$ cat src/logic/cfm_cfg.svh
`ifndef CFM_CFG_SVH
`define CFM_CFG_SVH
// Register byte offsets
`define CFM_A_MODE 8'h00
`define CFM_A_CFG 8'h04
`define CFM_A_LED 8'h08
`define CFM_A_STAT 8'h0C
// operating_mode_select codes
`define CFM_M_SHUT 3'h0
`define CFM_M_DIS 3'h1
`define CFM_M_PRE 3'h2
`define CFM_M_CHG 3'h3
`define CFM_M_TORCH 3'h4
`define CFM_M_PWM 3'h5
`define CFM_M_FLASH 3'h6
`define CFM_MASK_FN 2'h1
// Field positions
`define CFM_F_MODE 0
`define CFM_F_POST 4
`define CFM_F_PCL 0
`define CFM_F_MRED 4
`define CFM_F_BLT 8
`define CFM_F_MFN 12
`define CFM_F_KEEP 16
`define CFM_F_BFORCE 17
`define CFM_F_BACKOFF 18
`define CFM_F_RAMPDN 19
`define CFM_F_LEVEL 0
`define CFM_F_DUTY 8
`define CFM_F_FDUR 16
`define CFM_F_RED 8
`define CFM_F_FLAG 16
// Reset values
`define CFM_RST_PCL 3'h4
`define CFM_RST_MRED 3'h2
`define CFM_RST_FDUR 8'h10
// Timing
`define CFM_CLK_NS 5
`define CFM_RAMP_NS 1000
`define CFM_PWM_SLOT_NS 2000
`define CFM_FLASH_STEP_NS 1000000
`endif

$ cat src/logic/cfm_pkg.sv
package cfm_pkg;
  typedef enum logic [3:0] {
    ST_SHUT, ST_PREDIS, ST_DISCH, ST_PCDIS, ST_PCCHG, ST_CHG, ST_TORCH, ST_PWM, ST_FLASH
  } cfm_state_t;

  // Analog comparator levels, asynchronous to mclk_i
  typedef struct packed {
    logic vdcdc_hi;
    logic vdcdc_lo;
    logic vcap_over;
    logic vcap_flat;
    logic vcap_pc_lo;
    logic vcap_full;
    logic temp_over;
    logic temp_cool;
    logic vin_low;
    logic bb_lim;
    logic cb_lim;
    logic mask_pin;
  } cfm_sense_t;

  typedef struct packed {
    logic bb_en;
    logic cb_en;
    logic dis_en;
    logic pc_sw;
    logic chg_en;
    logic keep_en;
    logic bal_en;
    logic led_en;
    logic [7:0] led_level;
    logic [2:0] bb_limit;
    logic [1:0] regime;
  } cfm_ctrl_t;

  typedef struct packed {
    cfm_sense_t sync1;
    cfm_sense_t sync2;
    cfm_state_t st;
    logic [2:0] mode;
    logic [1:0] post;
    logic [2:0] pcl;
    logic [2:0] mred;
    logic [2:0] blt;
    logic [1:0] mfn;
    logic keep;
    logic bforce;
    logic backoff;
    logic rampdn;
    logic [7:0] level;
    logic [3:0] duty;
    logic [7:0] fdur;
    logic [7:0] red_level;
    logic red_flag;
    logic [7:0] led;
    logic [2:0] lim;
    logic hot;
    logic cb_off;
    logic ramping;
    logic [7:0] ftime;
    logic [19:0] fpre;
    logic [7:0] rpre;
    logic [8:0] ppre;
    logic [3:0] phase;
    logic wr_pend;
    logic [7:0] wr_addr;
    logic [31:0] rdata;
    logic rdy;
    cfm_ctrl_t ctrl;
  } cfm_regs_t;
endpackage

$ cat src/logic/cfm_mode_ctrl.sv
`timescale 1ns/1ps
`include "cfm_cfg.svh"

// Notes on behaviour
// - Shutdown-keep holds capacitor charge, balancer off unless forced.
// - Shutdown entry discharges first while boost output above 5.35V, until below 5.3V.
// - Shutdown-discharge mode bleeds the capacitor through the resistor path.
// - Pre-charge first bleeds to battery minus 0.3V, then charges to battery.
// - Capacitor above 5.5V is discharged in every mode.
// - Over-temperature suspends pre-charge and charge; resumes below hysteresis point.
// - Torch and PWM drive LED at set level; PWM gates by duty.
// - Torch or PWM with maintain set tops capacitor up to target.
// - Flash length is bounded by the programmed timeout.
// - Capacitor below 2.55V during flash stops the capacitor boost.
// - Flash end loads the mode from the post-flash selection.
// - Flash regime: battery alone, capacitor adds remainder, or both limited.
// - Backoff ramps LED down until capacitor boost leaves limit; records result.
// - Mask function with primary limit zero runs flash from capacitor only.
// - Battery low in flash lowers the primary limit step by step.
// - Battery threshold zero disables that reduction.
// - Mask high in flash cuts primary limit at once; battery boost off if negative.
// - Mask release ramps primary limit back to programmed value.
// - Continuous rampdown lowers LED current throughout flash.
// - Balancer runs in charging and discharge states; flash, shutdown only forced.
module cfm_mode_ctrl
  import cfm_pkg::*;
#(
  parameter int unsigned FLASH_STEP_CYC = `CFM_FLASH_STEP_NS / `CFM_CLK_NS
)(
  // Clock, reset, enable
  input wire logic mclk_i,
  input wire logic rst_i,
  input wire logic ce_i,
  // AHB-Lite slave
  input wire logic hsel_i,
  input wire logic [31:0] haddr_i,
  input wire logic [1:0] htrans_i,
  input wire logic hwrite_i,
  input wire logic [2:0] hsize_i,
  input wire logic hready_i,
  input wire logic [31:0] hwdata_i,
  output logic hreadyout_o,
  output logic hresp_o,
  output logic [31:0] hrdata_o,
  // Comparators and converter controls
  input wire cfm_sense_t sense_i,
  output cfm_ctrl_t ctrl_o
);
  localparam int unsigned RAMP_CYC = (`CFM_RAMP_NS + `CFM_CLK_NS - 1) / `CFM_CLK_NS;
  localparam int unsigned PWM_CYC = (`CFM_PWM_SLOT_NS + `CFM_CLK_NS - 1) / `CFM_CLK_NS;

  cfm_regs_t r;
  cfm_regs_t n;
  cfm_sense_t s;
  logic rtick;
  logic fend;
  logic masked;
  logic flash;
  logic tp;

  function automatic logic [31:0] fld(input logic [31:0] v, input int pos, input int w);
    fld = (v >> pos) & ((32'h0000_0001 << w) - 32'h0000_0001);
  endfunction

  assign s = r.sync2;
  assign hreadyout_o = r.rdy;
  assign hresp_o = 1'b0;
  assign hrdata_o = r.rdata;
  assign ctrl_o = r.ctrl;

  always_comb
  begin
    n = r;
    n.sync1 = sense_i;
    n.sync2 = r.sync1;
    n.rdy = 1'b1;
    rtick = (r.rpre == 8'(RAMP_CYC - 1));
    n.rpre = rtick ? 8'h00 : r.rpre + 8'h01;
    // Write data phase follows the address phase latched last cycle
    n.wr_pend = hsel_i && htrans_i[1] && hready_i && hwrite_i;
    n.wr_addr = haddr_i[7:0];
    if (r.wr_pend)
    begin
      unique case (r.wr_addr)
        `CFM_A_MODE:
        begin
          n.mode = 3'(fld(hwdata_i, `CFM_F_MODE, 3));
          n.post = 2'(fld(hwdata_i, `CFM_F_POST, 2));
        end
        `CFM_A_CFG:
        begin
          n.pcl = 3'(fld(hwdata_i, `CFM_F_PCL, 3));
          n.mred = 3'(fld(hwdata_i, `CFM_F_MRED, 3));
          n.blt = 3'(fld(hwdata_i, `CFM_F_BLT, 3));
          n.mfn = 2'(fld(hwdata_i, `CFM_F_MFN, 2));
          n.keep = hwdata_i[`CFM_F_KEEP];
          n.bforce = hwdata_i[`CFM_F_BFORCE];
          n.backoff = hwdata_i[`CFM_F_BACKOFF];
          n.rampdn = hwdata_i[`CFM_F_RAMPDN];
        end
        `CFM_A_LED:
        begin
          n.level = 8'(fld(hwdata_i, `CFM_F_LEVEL, 8));
          n.duty = 4'(fld(hwdata_i, `CFM_F_DUTY, 4));
          n.fdur = 8'(fld(hwdata_i, `CFM_F_FDUR, 8));
        end
        `CFM_A_STAT:
          if (hwdata_i[`CFM_F_FLAG])
            n.red_flag = 1'b0;
        default:
          n.red_flag = n.red_flag;
      endcase
    end
    // Over-temperature latch with hysteresis
    if (s.temp_over)
      n.hot = 1'b1;
    else if (s.temp_cool)
      n.hot = 1'b0;
    // Flash timeout; hardware mode update wins over a same-cycle write
    fend = 1'b0;
    if (r.st == ST_FLASH)
    begin
      n.fpre = (r.fpre == 20'(FLASH_STEP_CYC - 1)) ? 20'h00000 : r.fpre + 20'h00001;
      if (r.fpre == 20'(FLASH_STEP_CYC - 1))
      begin
        n.ftime = r.ftime + 8'h01;
        if (r.ftime >= r.fdur)
          fend = 1'b1;
      end
      if (fend)
        n.mode = {1'b0, r.post};
    end
    // Mode decode into one state
    unique case (n.mode)
      `CFM_M_SHUT:
        if (r.st == ST_PREDIS)
          n.st = s.vdcdc_lo ? ST_SHUT : ST_PREDIS;
        else if (r.st != ST_SHUT)
          n.st = s.vdcdc_hi ? ST_PREDIS : ST_SHUT;
      `CFM_M_DIS:
        n.st = ST_DISCH;
      `CFM_M_PRE:
        if (r.st == ST_PCDIS)
          n.st = s.vcap_pc_lo ? ST_PCCHG : ST_PCDIS;
        else if (r.st != ST_PCCHG)
          n.st = ST_PCDIS;
      `CFM_M_CHG:
        n.st = ST_CHG;
      `CFM_M_TORCH:
        n.st = ST_TORCH;
      `CFM_M_PWM:
        n.st = ST_PWM;
      `CFM_M_FLASH:
        n.st = ST_FLASH;
      default:
        n.st = ST_SHUT;
    endcase
    // PWM slot counter
    n.ppre = (r.ppre == 9'(PWM_CYC - 1)) ? 9'h000 : r.ppre + 9'h001;
    if (r.ppre == 9'(PWM_CYC - 1))
      n.phase = r.phase + 4'h1;
    masked = (r.mfn == `CFM_MASK_FN) && s.mask_pin;
    if (n.st == ST_FLASH && r.st != ST_FLASH)
    begin
      n.ftime = 8'h00;
      n.fpre = 20'h00000;
      n.led = r.level;
      n.lim = r.pcl;
      n.cb_off = 1'b0;
      n.ramping = 1'b0;
    end
    else if (r.st == ST_FLASH)
    begin
      if (s.vcap_flat)
        n.cb_off = 1'b1;
      if (masked)
        n.lim = (r.mred > r.pcl) ? 3'h0 : r.pcl - r.mred;
      else if (r.lim > r.pcl)
        n.lim = r.pcl;
      else if (rtick && s.vin_low && r.blt != 3'h0)
        n.lim = (r.lim > 3'h1) ? r.lim - 3'h1 : r.lim;
      else if (rtick && r.lim < r.pcl)
        n.lim = r.lim + 3'h1;
      if (r.backoff && s.bb_lim && s.cb_lim)
        n.ramping = 1'b1;
      if (rtick && r.led != 8'h00 && (r.rampdn || (r.backoff && s.bb_lim && s.cb_lim)))
        n.led = r.led - 8'h01;
      if (r.ramping && !s.cb_lim)
      begin
        n.ramping = 1'b0;
        n.red_level = r.led;
        n.red_flag = 1'b1;
      end
    end
    // Converter controls, registered with the state they belong to
    flash = (n.st == ST_FLASH);
    tp = (n.st == ST_TORCH) || (n.st == ST_PWM);
    n.ctrl.bb_en = tp || (n.st == ST_CHG && !n.hot) || (flash && n.lim != 3'h0);
    n.ctrl.cb_en = flash && !n.cb_off && (s.bb_lim || n.lim == 3'h0);
    n.ctrl.dis_en = (n.st == ST_DISCH) || (n.st == ST_PCDIS) || (n.st == ST_PREDIS) || s.vcap_over;
    n.ctrl.pc_sw = (n.st == ST_PCCHG) && !n.hot;
    n.ctrl.chg_en = (n.st == ST_CHG) && !n.hot;
    n.ctrl.keep_en = tp && n.keep && !s.vcap_full;
    n.ctrl.bal_en = (n.st == ST_PCDIS) || (n.st == ST_PCCHG) || (n.st == ST_CHG) || (n.st == ST_DISCH)
      || (n.st == ST_PREDIS) || (tp && n.keep) || ((flash || n.st == ST_SHUT) && n.bforce);
    n.ctrl.led_en = (n.st == ST_TORCH) || flash || (n.st == ST_PWM && n.phase <= n.duty);
    n.ctrl.led_level = flash ? n.led : tp ? n.level : 8'h00;
    n.ctrl.bb_limit = flash ? n.lim : n.pcl;
    n.ctrl.regime = !flash ? 2'h0 : !s.bb_lim ? 2'h1 : !s.cb_lim ? 2'h2 : 2'h3;
    // Read data captured in the address phase, after any write landing now
    if (hsel_i && htrans_i[1] && hready_i && !hwrite_i)
    begin
      unique case (haddr_i[7:0])
        `CFM_A_MODE:
          n.rdata = (32'(n.mode) << `CFM_F_MODE) | (32'(n.post) << `CFM_F_POST);
        `CFM_A_CFG:
          n.rdata = (32'(n.pcl) << `CFM_F_PCL) | (32'(n.mred) << `CFM_F_MRED) | (32'(n.blt) << `CFM_F_BLT)
            | (32'(n.mfn) << `CFM_F_MFN) | (32'(n.keep) << `CFM_F_KEEP) | (32'(n.bforce) << `CFM_F_BFORCE)
            | (32'(n.backoff) << `CFM_F_BACKOFF) | (32'(n.rampdn) << `CFM_F_RAMPDN);
        `CFM_A_LED:
          n.rdata = (32'(n.level) << `CFM_F_LEVEL) | (32'(n.duty) << `CFM_F_DUTY) | (32'(n.fdur) << `CFM_F_FDUR);
        `CFM_A_STAT:
          n.rdata = 32'(n.st) | (32'(n.hot) << 4) | (32'(n.cb_off) << 5) | (32'(n.ctrl.regime) << 6)
            | (32'(n.red_level) << `CFM_F_RED) | (32'(n.red_flag) << `CFM_F_FLAG);
        default:
          n.rdata = 32'h0000_0000;
      endcase
    end
  end

  always_ff @(posedge mclk_i or posedge rst_i)
  begin
    if (rst_i)
    begin
      r <= '0;
      r.pcl <= `CFM_RST_PCL;
      r.mred <= `CFM_RST_MRED;
      r.fdur <= `CFM_RST_FDUR;
    end
    else if (ce_i)
    begin
      r <= n;
    end
  end
endmodule

$ cat config.mk
export PLATFORM = sky130hd
export DESIGN_NAME = cfm_mode_ctrl
export DESIGN_NICKNAME = d
export VERILOG_FILES = /design/src/logic/cfm_pkg.sv /design/src/logic/cfm_mode_ctrl.sv
export VERILOG_INCLUDE_DIRS = /design/src /design/src/logic
export SDC_FILE = /design/constraint.sdc
export NUM_CORES = 1
export LEC_CHECK = 0
export BUFFER_PORTS_ARGS = -buffer_cell sky130_fd_sc_hd__buf_4
export CAP_MARGIN = 25
export CELL_PAD_IN_SITES_DETAIL_PLACEMENT = 1
export CELL_PAD_IN_SITES_GLOBAL_PLACEMENT = 1
export CORE_ASPECT_RATIO = 0.75
export CORE_UTILIZATION = 45
export DETAILED_ROUTE_END_ITERATION = 6
export GPL_TIMING_DRIVEN = 0
export PLACE_DENSITY_LB_ADDON = 0.1
export SLEW_MARGIN = 10
export SYNTH_ARGS = -nofsm -noshare
export SYNTH_HDL_FRONTEND = slang
export SYNTH_SLANG_ARGS = --single-unit
$ cat constraint.sdc
create_clock -name mclk_i -period 13.46 [get_ports mclk_i]
set_clock_uncertainty 0.2 [all_clocks]
set_input_delay 0.673 -clock mclk_i [delete_from_list [all_inputs] [get_ports mclk_i]]
set_output_delay 0.673 -clock mclk_i [all_outputs]
set_load 0.01 [all_outputs]
# Word level (Yosys, flattened, before mapping)
# Cells that the tools add are included.
op_classes:
  addsub: 9
  reduce_logical: 61
  n_eq_ne: 29
  n_mux: 52
  bitwise: 15
  order_cmp: 6
op_table:
  columns: ["operator", "n"]
  rows:
  - ["24-bit one-hot mux with 4 select lines", 1]
  - ["20-bit 2-to-1 mux", 3]
  - ["28-bit 2-to-1 mux", 2]
  - ["40-bit 2-to-1 mux", 1]
  - ["8-bit 2-to-1 mux", 5]
  - ["8-bit by 4-bit equality test with 1-bit output, second input constant", 4]
  - ["3-bit 2-to-1 mux", 10]
  - ["4-bit one-hot mux with 7 select lines", 1]
  - ["9-bit 2-to-1 mux", 3]
  - ["12-bit by 24-bit bitwise OR with 24-bit output", 1]
  - ["1-bit logical AND", 23]
  - ["20-bit by 1-bit adder with 20-bit output, second input constant", 1]
  - ["20-bit by 18-bit equality test with 1-bit output, second input constant", 1]
  - ["4-bit 2-to-1 mux", 5]
  - ["19-bit by 20-bit bitwise OR with 20-bit output", 1]
  - ["18-bit by 19-bit bitwise OR with 19-bit output", 1]
  - ["17-bit by 18-bit bitwise OR with 18-bit output", 1]
  - ["1-bit logical OR", 17]
  - ["14-bit by 17-bit bitwise OR with 17-bit output", 1]
  - ["16-bit by 17-bit bitwise OR with 17-bit output", 1]
  - ["8-bit by 1-bit adder with 8-bit output, second input constant", 2]
  - ["4-bit by 3-bit equality test with 1-bit output, second input constant", 4]
  - ["8-bit by 3-bit equality test with 1-bit output, second input constant", 2]
  - ["8-bit logical NOT", 2]
  - ["45 further kinds", 79]
totals:
  wordCells: 237
  input_bits: 87
  ff_bits: 203
  out_inout_bits: 55

# Depth between registers and ports, before layout
# Gate-level depths: netlist (run 1).
depth:
  word_depth: 16
  ltp_mapped: 15
  mapped_depth_nobuf: 13

# Worst setup path after synthesis (run 1)
# No wires, ideal clock.
synth_path:
  path_kind: "reg-to-reg"
  startpoint: "register r[67] (netlist name)"
  endpoint: "register r, in the netlist ctrl_o[13]"
  synth_period_minus_slack_ns: 3.398
  n_path_buf: 0
  slack_ns: 10.062
  arrival_ns: 3.120
  stages_incl_launch_ff: 13
  required_time_ns: 13.182
  setup_ns: 0.078
  cell_sequence: "dfrtp_1 -> ha_1 -> or4b_2 -> nor3_1 -> mux2_2 -> ha_1 -> nor2b_1 -> o21ai_0 -> nand2b_1 -> a21oi_1 -> a41oi_1 -> o21a_1 -> o2bb2ai_1"
synth_lines:
  columns: ["element", "line", "rtl"]
  rows:
  - ["from (decl)", "cfm_mode_ctrl.sv:52", "cfm_regs_t r;"]
  - ["from (signal assigned)", "cfm_mode_ctrl.sv:242", "r <= n;"]

# Worst setup path after layout (run 1)
layout_path:
  startpoint: "register r[59] (netlist name)"
  endpoint: "register r, in the netlist ctrl_o[13]"
layout_via:
  elab_chain_len: 10
  elab_cells_between_ends: 22
  classes_between: "order compare (1); eq/ne (10); mux (6); reduce/logical (5)"
layout_lines:
  columns: ["element", "line", "rtl"]
  rows:
  - ["8-bit logical NOT", "cfm_mode_ctrl.sv:84", "unique case (r.wr_addr)"]
  - ["5-bit 2-to-1 mux", "cfm_mode_ctrl.sv:84", null]
  - ["40-bit 2-to-1 mux (*)", "cfm_mode_ctrl.sv:82", "if (r.wr_pend)"]
  - ["3-bit 2-to-1 mux", "cfm_mode_ctrl.sv:130", "if (fend)"]
  - ["3-bit 2-to-1 mux", "cfm_mode_ctrl.sv:121", "if (r.st == ST_FLASH)"]
  - ["3-bit equality test (tied with other cells)", "cfm_mode_ctrl.sv:134", "unique case (n.mode)"]
  - ["4-bit one-hot mux with 7 select lines", "cfm_mode_ctrl.sv:134", null]
  - ["4-bit by 3-bit equality test with 1-bit output / 4-bit equality test (equally long branches)", "cfm_mode_ctrl.sv:206, cfm_mode_ctrl.sv:196", null]
  - ["1-bit logical OR / 1-bit logical AND (equally long branches)", "cfm_mode_ctrl.sv:206", "n.ctrl.led_en = (n.st == ST_TORCH) || flash || (n.st == ST_PWM && n.phase <= n.duty);"]
  - ["1-bit logical OR (*)", "cfm_mode_ctrl.sv:206", null]
# Every way passes the cells marked *; elsewhere a longest branch is shown, timed or not.
# A chain may end at the register's enable or synchronous reset.

==> results of run 1 <==
-- where the power goes --
part	switching (W)	leakage (nW)	internal, W	total, W
logic	0.000157	2.98	0.000137	0.000294
registers	0.0000721	2.48	0.000651	0.000723
clock network	0.000256	0.283	0.000261	0.000518
total	0.000485	5.74	0.00105	0.00154
-- cell type report --
type | instances | area (µm²)
Timing Repair Buffer | 95 | 733.2
Buffer | 106 | 621.8
Fill cell | 2613 | 10730
Clock buffer | 17 | 425.4
Sequential cell | 195 | 4883
Clock inverter | 15 | 145.1
Multi-Input combinational cell | 779 | 5190
Tap cell | 300 | 375.4
Inverter | 34 | 135.1
-- final timing paths --
kind	slack [ns]	to	cells past startpoint
max in group asynchronous	11.99	ctrl_o[11]$_DFFE_PP0P_	3
min in group mclk_i	0.25	n[179]$_DFFE_PP0P_	2
max	9.47	ctrl_o[13]$_DFFE_PP0P_	13
max reg2reg	9.47	ctrl_o[13]$_DFFE_PP0P_	13
min	0.1	n[182]$_DFFE_PP0P_	2
min reg2reg	0.27	ctrl_o[15]$_DFFE_PP0P_	1
-- critical path: stages (launching register included) --
cell,delay (ns)
dfrtp_1,0.41
or4b_1,0.65
nor2_1,0.46
nand2_1,0.15
clkbuf_1,0.40
mux2i_1,0.43
ha_1,0.31
nor2b_1,0.13
o21ai_0,0.16
nand2b_1,0.07
a21oi_1,0.14
a41oi_1,0.07
o21a_1,0.20
o2bb2ai_1,0.12
-- layer usage --
layer | track usage | vias to the layer above | part of all wire
met2 | 0.4505 | 239 | 0.45
met3 | 0.04474 | 27 | 0.054
met5 | 0 | - | 0
met1 | 0.4196 | 4586 | 0.48
met4 | 0.06838 | 0 | 0.012
li1 | - | 4133 | -
-- logic make-up after synthesis --
| kind of cell | Yosys count |
|---|---|
| buffers and inverters | 140 |
| AND/OR/NAND/NOR | 339 |
| adder cells (fa/ha/maj) | 29 |
| XOR/XNOR | 33 |
| flip-flops | 195 |
| multiplexers | 120 |
| AO/OA/AOI/OAI | 249 |
| other | 1 |
-- flip-flops by register name, indices dropped and copies added (netlist names) --
register / cells
ctrl_o: 21
n: 12
hreadyout_o: 1
hrdata_o: 24
r: 137
-- per-stage QoR --
step	hold slack [ns]	total power, W	util
after global routing	0.1516	0.001601	0.5382
final	0.09789	0.001535	0.5382
after global placement	0.2536	0.001008	0.5118
after floorplan	0.2334	0.0009064	-
after detailed placement	0.2598	0.001021	0.5134
after CTS	0.1398	0.001539	0.5379
-- cells in the final DEF, fill, tap and decap left out, types with 35 or more instances in the layout --
master	instances
nand2_1	103
mux2i_1	44
mux2_2	72
buf_4	147
o21ai_0	89
dfrtp_1	192
a21oi_1	63
nand3_1	35
nor2_1	92
clkbuf_1	38
==> flow_summary.ini, run 1 <==
[final_layout]
drive_gt1_frac = 0.2288
finalInstanceArea_um2 = 12510
areaGrowthSynthToFinish_pct = 15.91
stdcell_count = 1541
n_antenna_cell = 0
nNetsFinal = 1344

[synth]
ys_seq_elements = 195
synth_top_family_by_area = simple AND/OR/NAND/NOR gates
async_reset_ff_frac = 1.000
synth_top_area_cell = dfrtp_1
synth_edf_count = 0
syn-instance-count = 1106
syn_area_um2 = 10790
yosysTopAreaCellShare = 0.4452
synthSimpleGateAreaFrac = 0.1541
synth.distinct_cells = 75
ys.flop_type = dfrtp_1
syn_area_per_cell_um2 = 9.758
yosysMostFrequentCell = dfrtp_1
synthMuxAreaShare = 0.1211
synth.area.top_cells = dfrtp_1 (45%), mux2_2 (7.5%), o21ai_0 (4.1%), mux2i_1 (4.1%), buf_4 (3.8%)
yosys-top-cells-count = dfrtp_1 (192), nand2_1 (103), nor2_1 (92), o21ai_0 (89), mux2_2 (72)
synth_xor_area_frac = 0.02678
synth_compound_area_frac = 0.1414
synth-seq-area-share = 0.4525
synthAdderAreaFrac = 0.03431
ys_warn_count = 0

[power]
leakage_nw = 5.741
power_density_nw_per_um2 = 122.7
vdd_drop_max_mv = 0.09355

[clocking]
clkSinkCount = 195
cts.repair.resized = 0
cts_tree = yes
clockBufferDepth = 2
cts_setup_buffers = 0
cts_buffers = 17
cts_max_level = 4
clockRootBuffer = clkbuf_16
cts.reportedPaths.clkPinSlew_ns = 0.08
clk_latency_ns = 0.45
cts_hold_buf = 0

[drt]
drt-pass1-iter-count = 5
drcViolationCount = 0
post_drt_wl_per_cell_um = 22.16
routed_wl_um = 34140
vias_per_cell = 5.831
vias = 8985
dr.first_iter.drc_count = 675
drtAntennaViolNets = 0

[timing]
min_period_ns = 3.987
drv_slew = 0
finalSetupTns_ns = 0
fin_ws_ns = 9.473
fin_crit_sh = 0.2962
max_freq_ghz = 0.2508
worst_pin_slew_ns = 0.9668
rsz0062_at_grt = no
setup_viol = 0
hold_viol = 0
relSlewSlack = 0.3495

[floorplan]
coreArea_um2 = 23240
die_area_um2 = 24610
die_x_um = 180.8
rows = 48
start_util = 0.4644
dieHeight_um = 136.1
pin_count = 142

[worst_setup_path]
crit_path_start = r[59]$_DFFE_PP0P_
cp.required_ns = 13.62
r2r-start = r[59]$_DFFE_PP0P_
cp-start-kind = flip-flop
critPathMaxFanout = 10
critPathArrivalTime_ns = 4.15
path_class = reg2reg
cp-end-kind = flip-flop

[global_routing]
grt_max_degree = 108
overflow = 0
grt_pass1_wl_um = 53360
antenna_found_initial = 0
grt.total_usage = 0.2883
grt_pass1_vias = 9040

[placed_design]
dp_cells = 1508
io_buffers = 93
detailed_place_hpwl_um = 24770
gp_congestion = 0.8976
place_area_um2 = 11930
preCtsSetupSlack_ns = 9.494

[min_path]
hold_path_class = in2async

[flow_run]
cap_viol_max_count = 0

[run_status]
status = complete, no violations
No activity file was read; power rests on OpenSTA's default activity.
==> inputs of run 2 (changes only) <==
- CORE_UTILIZATION: 45 -> 41
- clock period: 13.46 -> 3.5 ns (I/O delays scaled with it)
==> flow_summary.ini, run 2 (same netlist as run 1, synthesis figures left out) <==
[drt]
vias_per_cell = 5.638
routed_wl_um = 36210
vias = 9258
post_drt_wl_per_cell_um = 22.05
dr.first_iter.drc_count = 616
drt-pass1-iter-count = 5
drtAntennaViolNets = 0
drcViolationCount = 0

[worst_setup_path]
cp-start-kind = flip-flop
critPathMaxFanout = 9
r2r_slack_ns = 0.07
critPathArrivalTime_ns = 3.57
cp.required_ns = 3.64
path_class = reg2reg
cp-end-kind = flip-flop

[clocking]
clockRootBuffer = clkbuf_16
cts.reportedPaths.clkPinSlew_ns = 0.08
clk_latency_ns = 0.46
cts_tree = yes
clkSinkCount = 195
clockBufferDepth = 2
cts_buffers = 17
cts_max_level = 4

[final_layout]
n_antenna_cell = 0
nFillCells = 2956
layout_common_cells = dfrtp_1 (190), buf_4 (156), nand2_1 (103)
regMostFlops = r
final-seq-area_um2 = 4886
mostFrequentLayoutCell = dfrtp_1
multi_input_area_um2 = 5318
stdcell_count = 1642
largest_register_ff_count = 137
areaGrowthSynthToFinish_pct = 23.67
nNetsFinal = 1401
drive_gt1_frac = 0.2435

[timing]
worst_pin_slew_ns = 0.9893
relSlewSlack = 0.3405
drv_slew = 0
fin_ws_ns = 0.07018
setup_viol = 0
max_freq_ghz = 0.2916
min_period_ns = 3.430
fin_crit_sh = 0.9799
hold_viol = 0

[global_routing]
overflow = 0
antenna_found_initial = 1
grt.total_usage = 0.2748
grt_pass1_wl_um = 55770
grt_pass1_vias = 9361
grt_max_degree = 37

[power]
power_w = 0.006154
switchingPower_w = 0.001898
switching_share = 0.3084
leakage_nw = 6.057
pwr-share-seq = 0.452
p_clk_frac = 0.350
power.share.combinational = 0.198
vdd_drop_max_mv = 0.3614
p_int_w = 0.004256
power_density_nw_per_um2 = 461.0

[placed_design]
detailed_place_hpwl_um = 26280
io_buffers = 93
dp_cells = 1558
preCtsSetupSlack_ns = -0.3890
gp_congestion = 0.8475

[floorplan]
pin_count = 142
die_x_um = 189.3
start_util = 0.4166
coreArea_um2 = 25910
dieHeight_um = 142.5
die_area_um2 = 26980
rows = 51

[min_path]
hold_path_class = in2reg

[flow_run]
cap_viol_max_count = 0

[run_status]
status = complete, no violations
## run 2: worst max-delay path: stages, from the launching register on
cell and delay, ns:
dfrtp_1 0.40, or4_4 0.53, buf_6 0.15, nor4_1 0.37, and2_1 0.20, buf_2 0.30, mux2i_1 0.61, and4b_1 0.27
o32a_1 0.28
## run 2: area by class of cell
cell class	instances	area share
Sequential cell	195	0.3660
Timing Repair Buffer	153	0.09955
Buffer	105	0.04678
Inverter	34	0.009843
Clock buffer	18	0.03290
Multi-Input combinational cell	779	0.3984
Tap cell	344	0.03225
Clock inverter	14	0.01425
## run 2: per-layer routing
layer  routed length (µm)  global-route usage  part of all wire  vias up
li1                     -                   -                 -     4239
met2                16590              0.4433              0.46      260
met3                 1746             0.04167             0.048       44
met1                17130              0.3831              0.47     4715
met4                  746             0.07767             0.021        0
met5                    0                   0                 0        -
## run 2: what timing repair did
item / 4_1_cts / 5_1_grt
setup buffers: 2 / 6
setup endpoints to repair: 16 / 41
pin swaps: 2 / 3
hold buffers: 44 / 0
endpoints found under the hold margin: 92 / 0
resized for setup: 15 / 19
## run 2: worst paths after layout
path	to	from	cells after the start
hold reg to reg	hrdata_o[3]$_DFFE_PP0P_	hrdata_o[3]$_DFFE_PP0P_	2
min in group asynchronous	r[69]$_DFFE_PP0P_	rst_i	3
setup reg to reg	ctrl_o[14]$_DFFE_PP0P_	r[55]$_DFFE_PP0P_	8
setup / recovery	ctrl_o[14]$_DFFE_PP0P_	r[55]$_DFFE_PP0P_	8
hold / removal	r[146]$_DFFE_PP0P_	hwdata_i[11]	3
max in group asynchronous	r[139]$_DFFE_PP1P_	rst_i	6
## run 2: power by group through the flow
stage	Sequential (W)	Combinational [W]	Clock, W
6_report	0.00278	0.00122	0.00216
3_3_place_gp	0.00280	0.00108	0
3_5_place_dp	0.00281	0.00114	0
2_1_floorplan	0.00272	0.000765	0
4_1_cts	0.00277	0.00120	0.00219
5_1_grt	0.00282	0.00132	0.00228
## run 2: per-stage QoR
stage	TNS [ns]	instance area, µm²	util	hold WS, ns
floorplan	0	10830	-	0.1118
global placement	-155.14	11960	0.4615	0.2128
detailed placement	-1.986	12080	0.4663	0.1246
CTS	0	13230	0.5107	0.03616
global route	-0.02185	13350	0.5152	0.09612
finish	0	13350	0.5152	0.06116
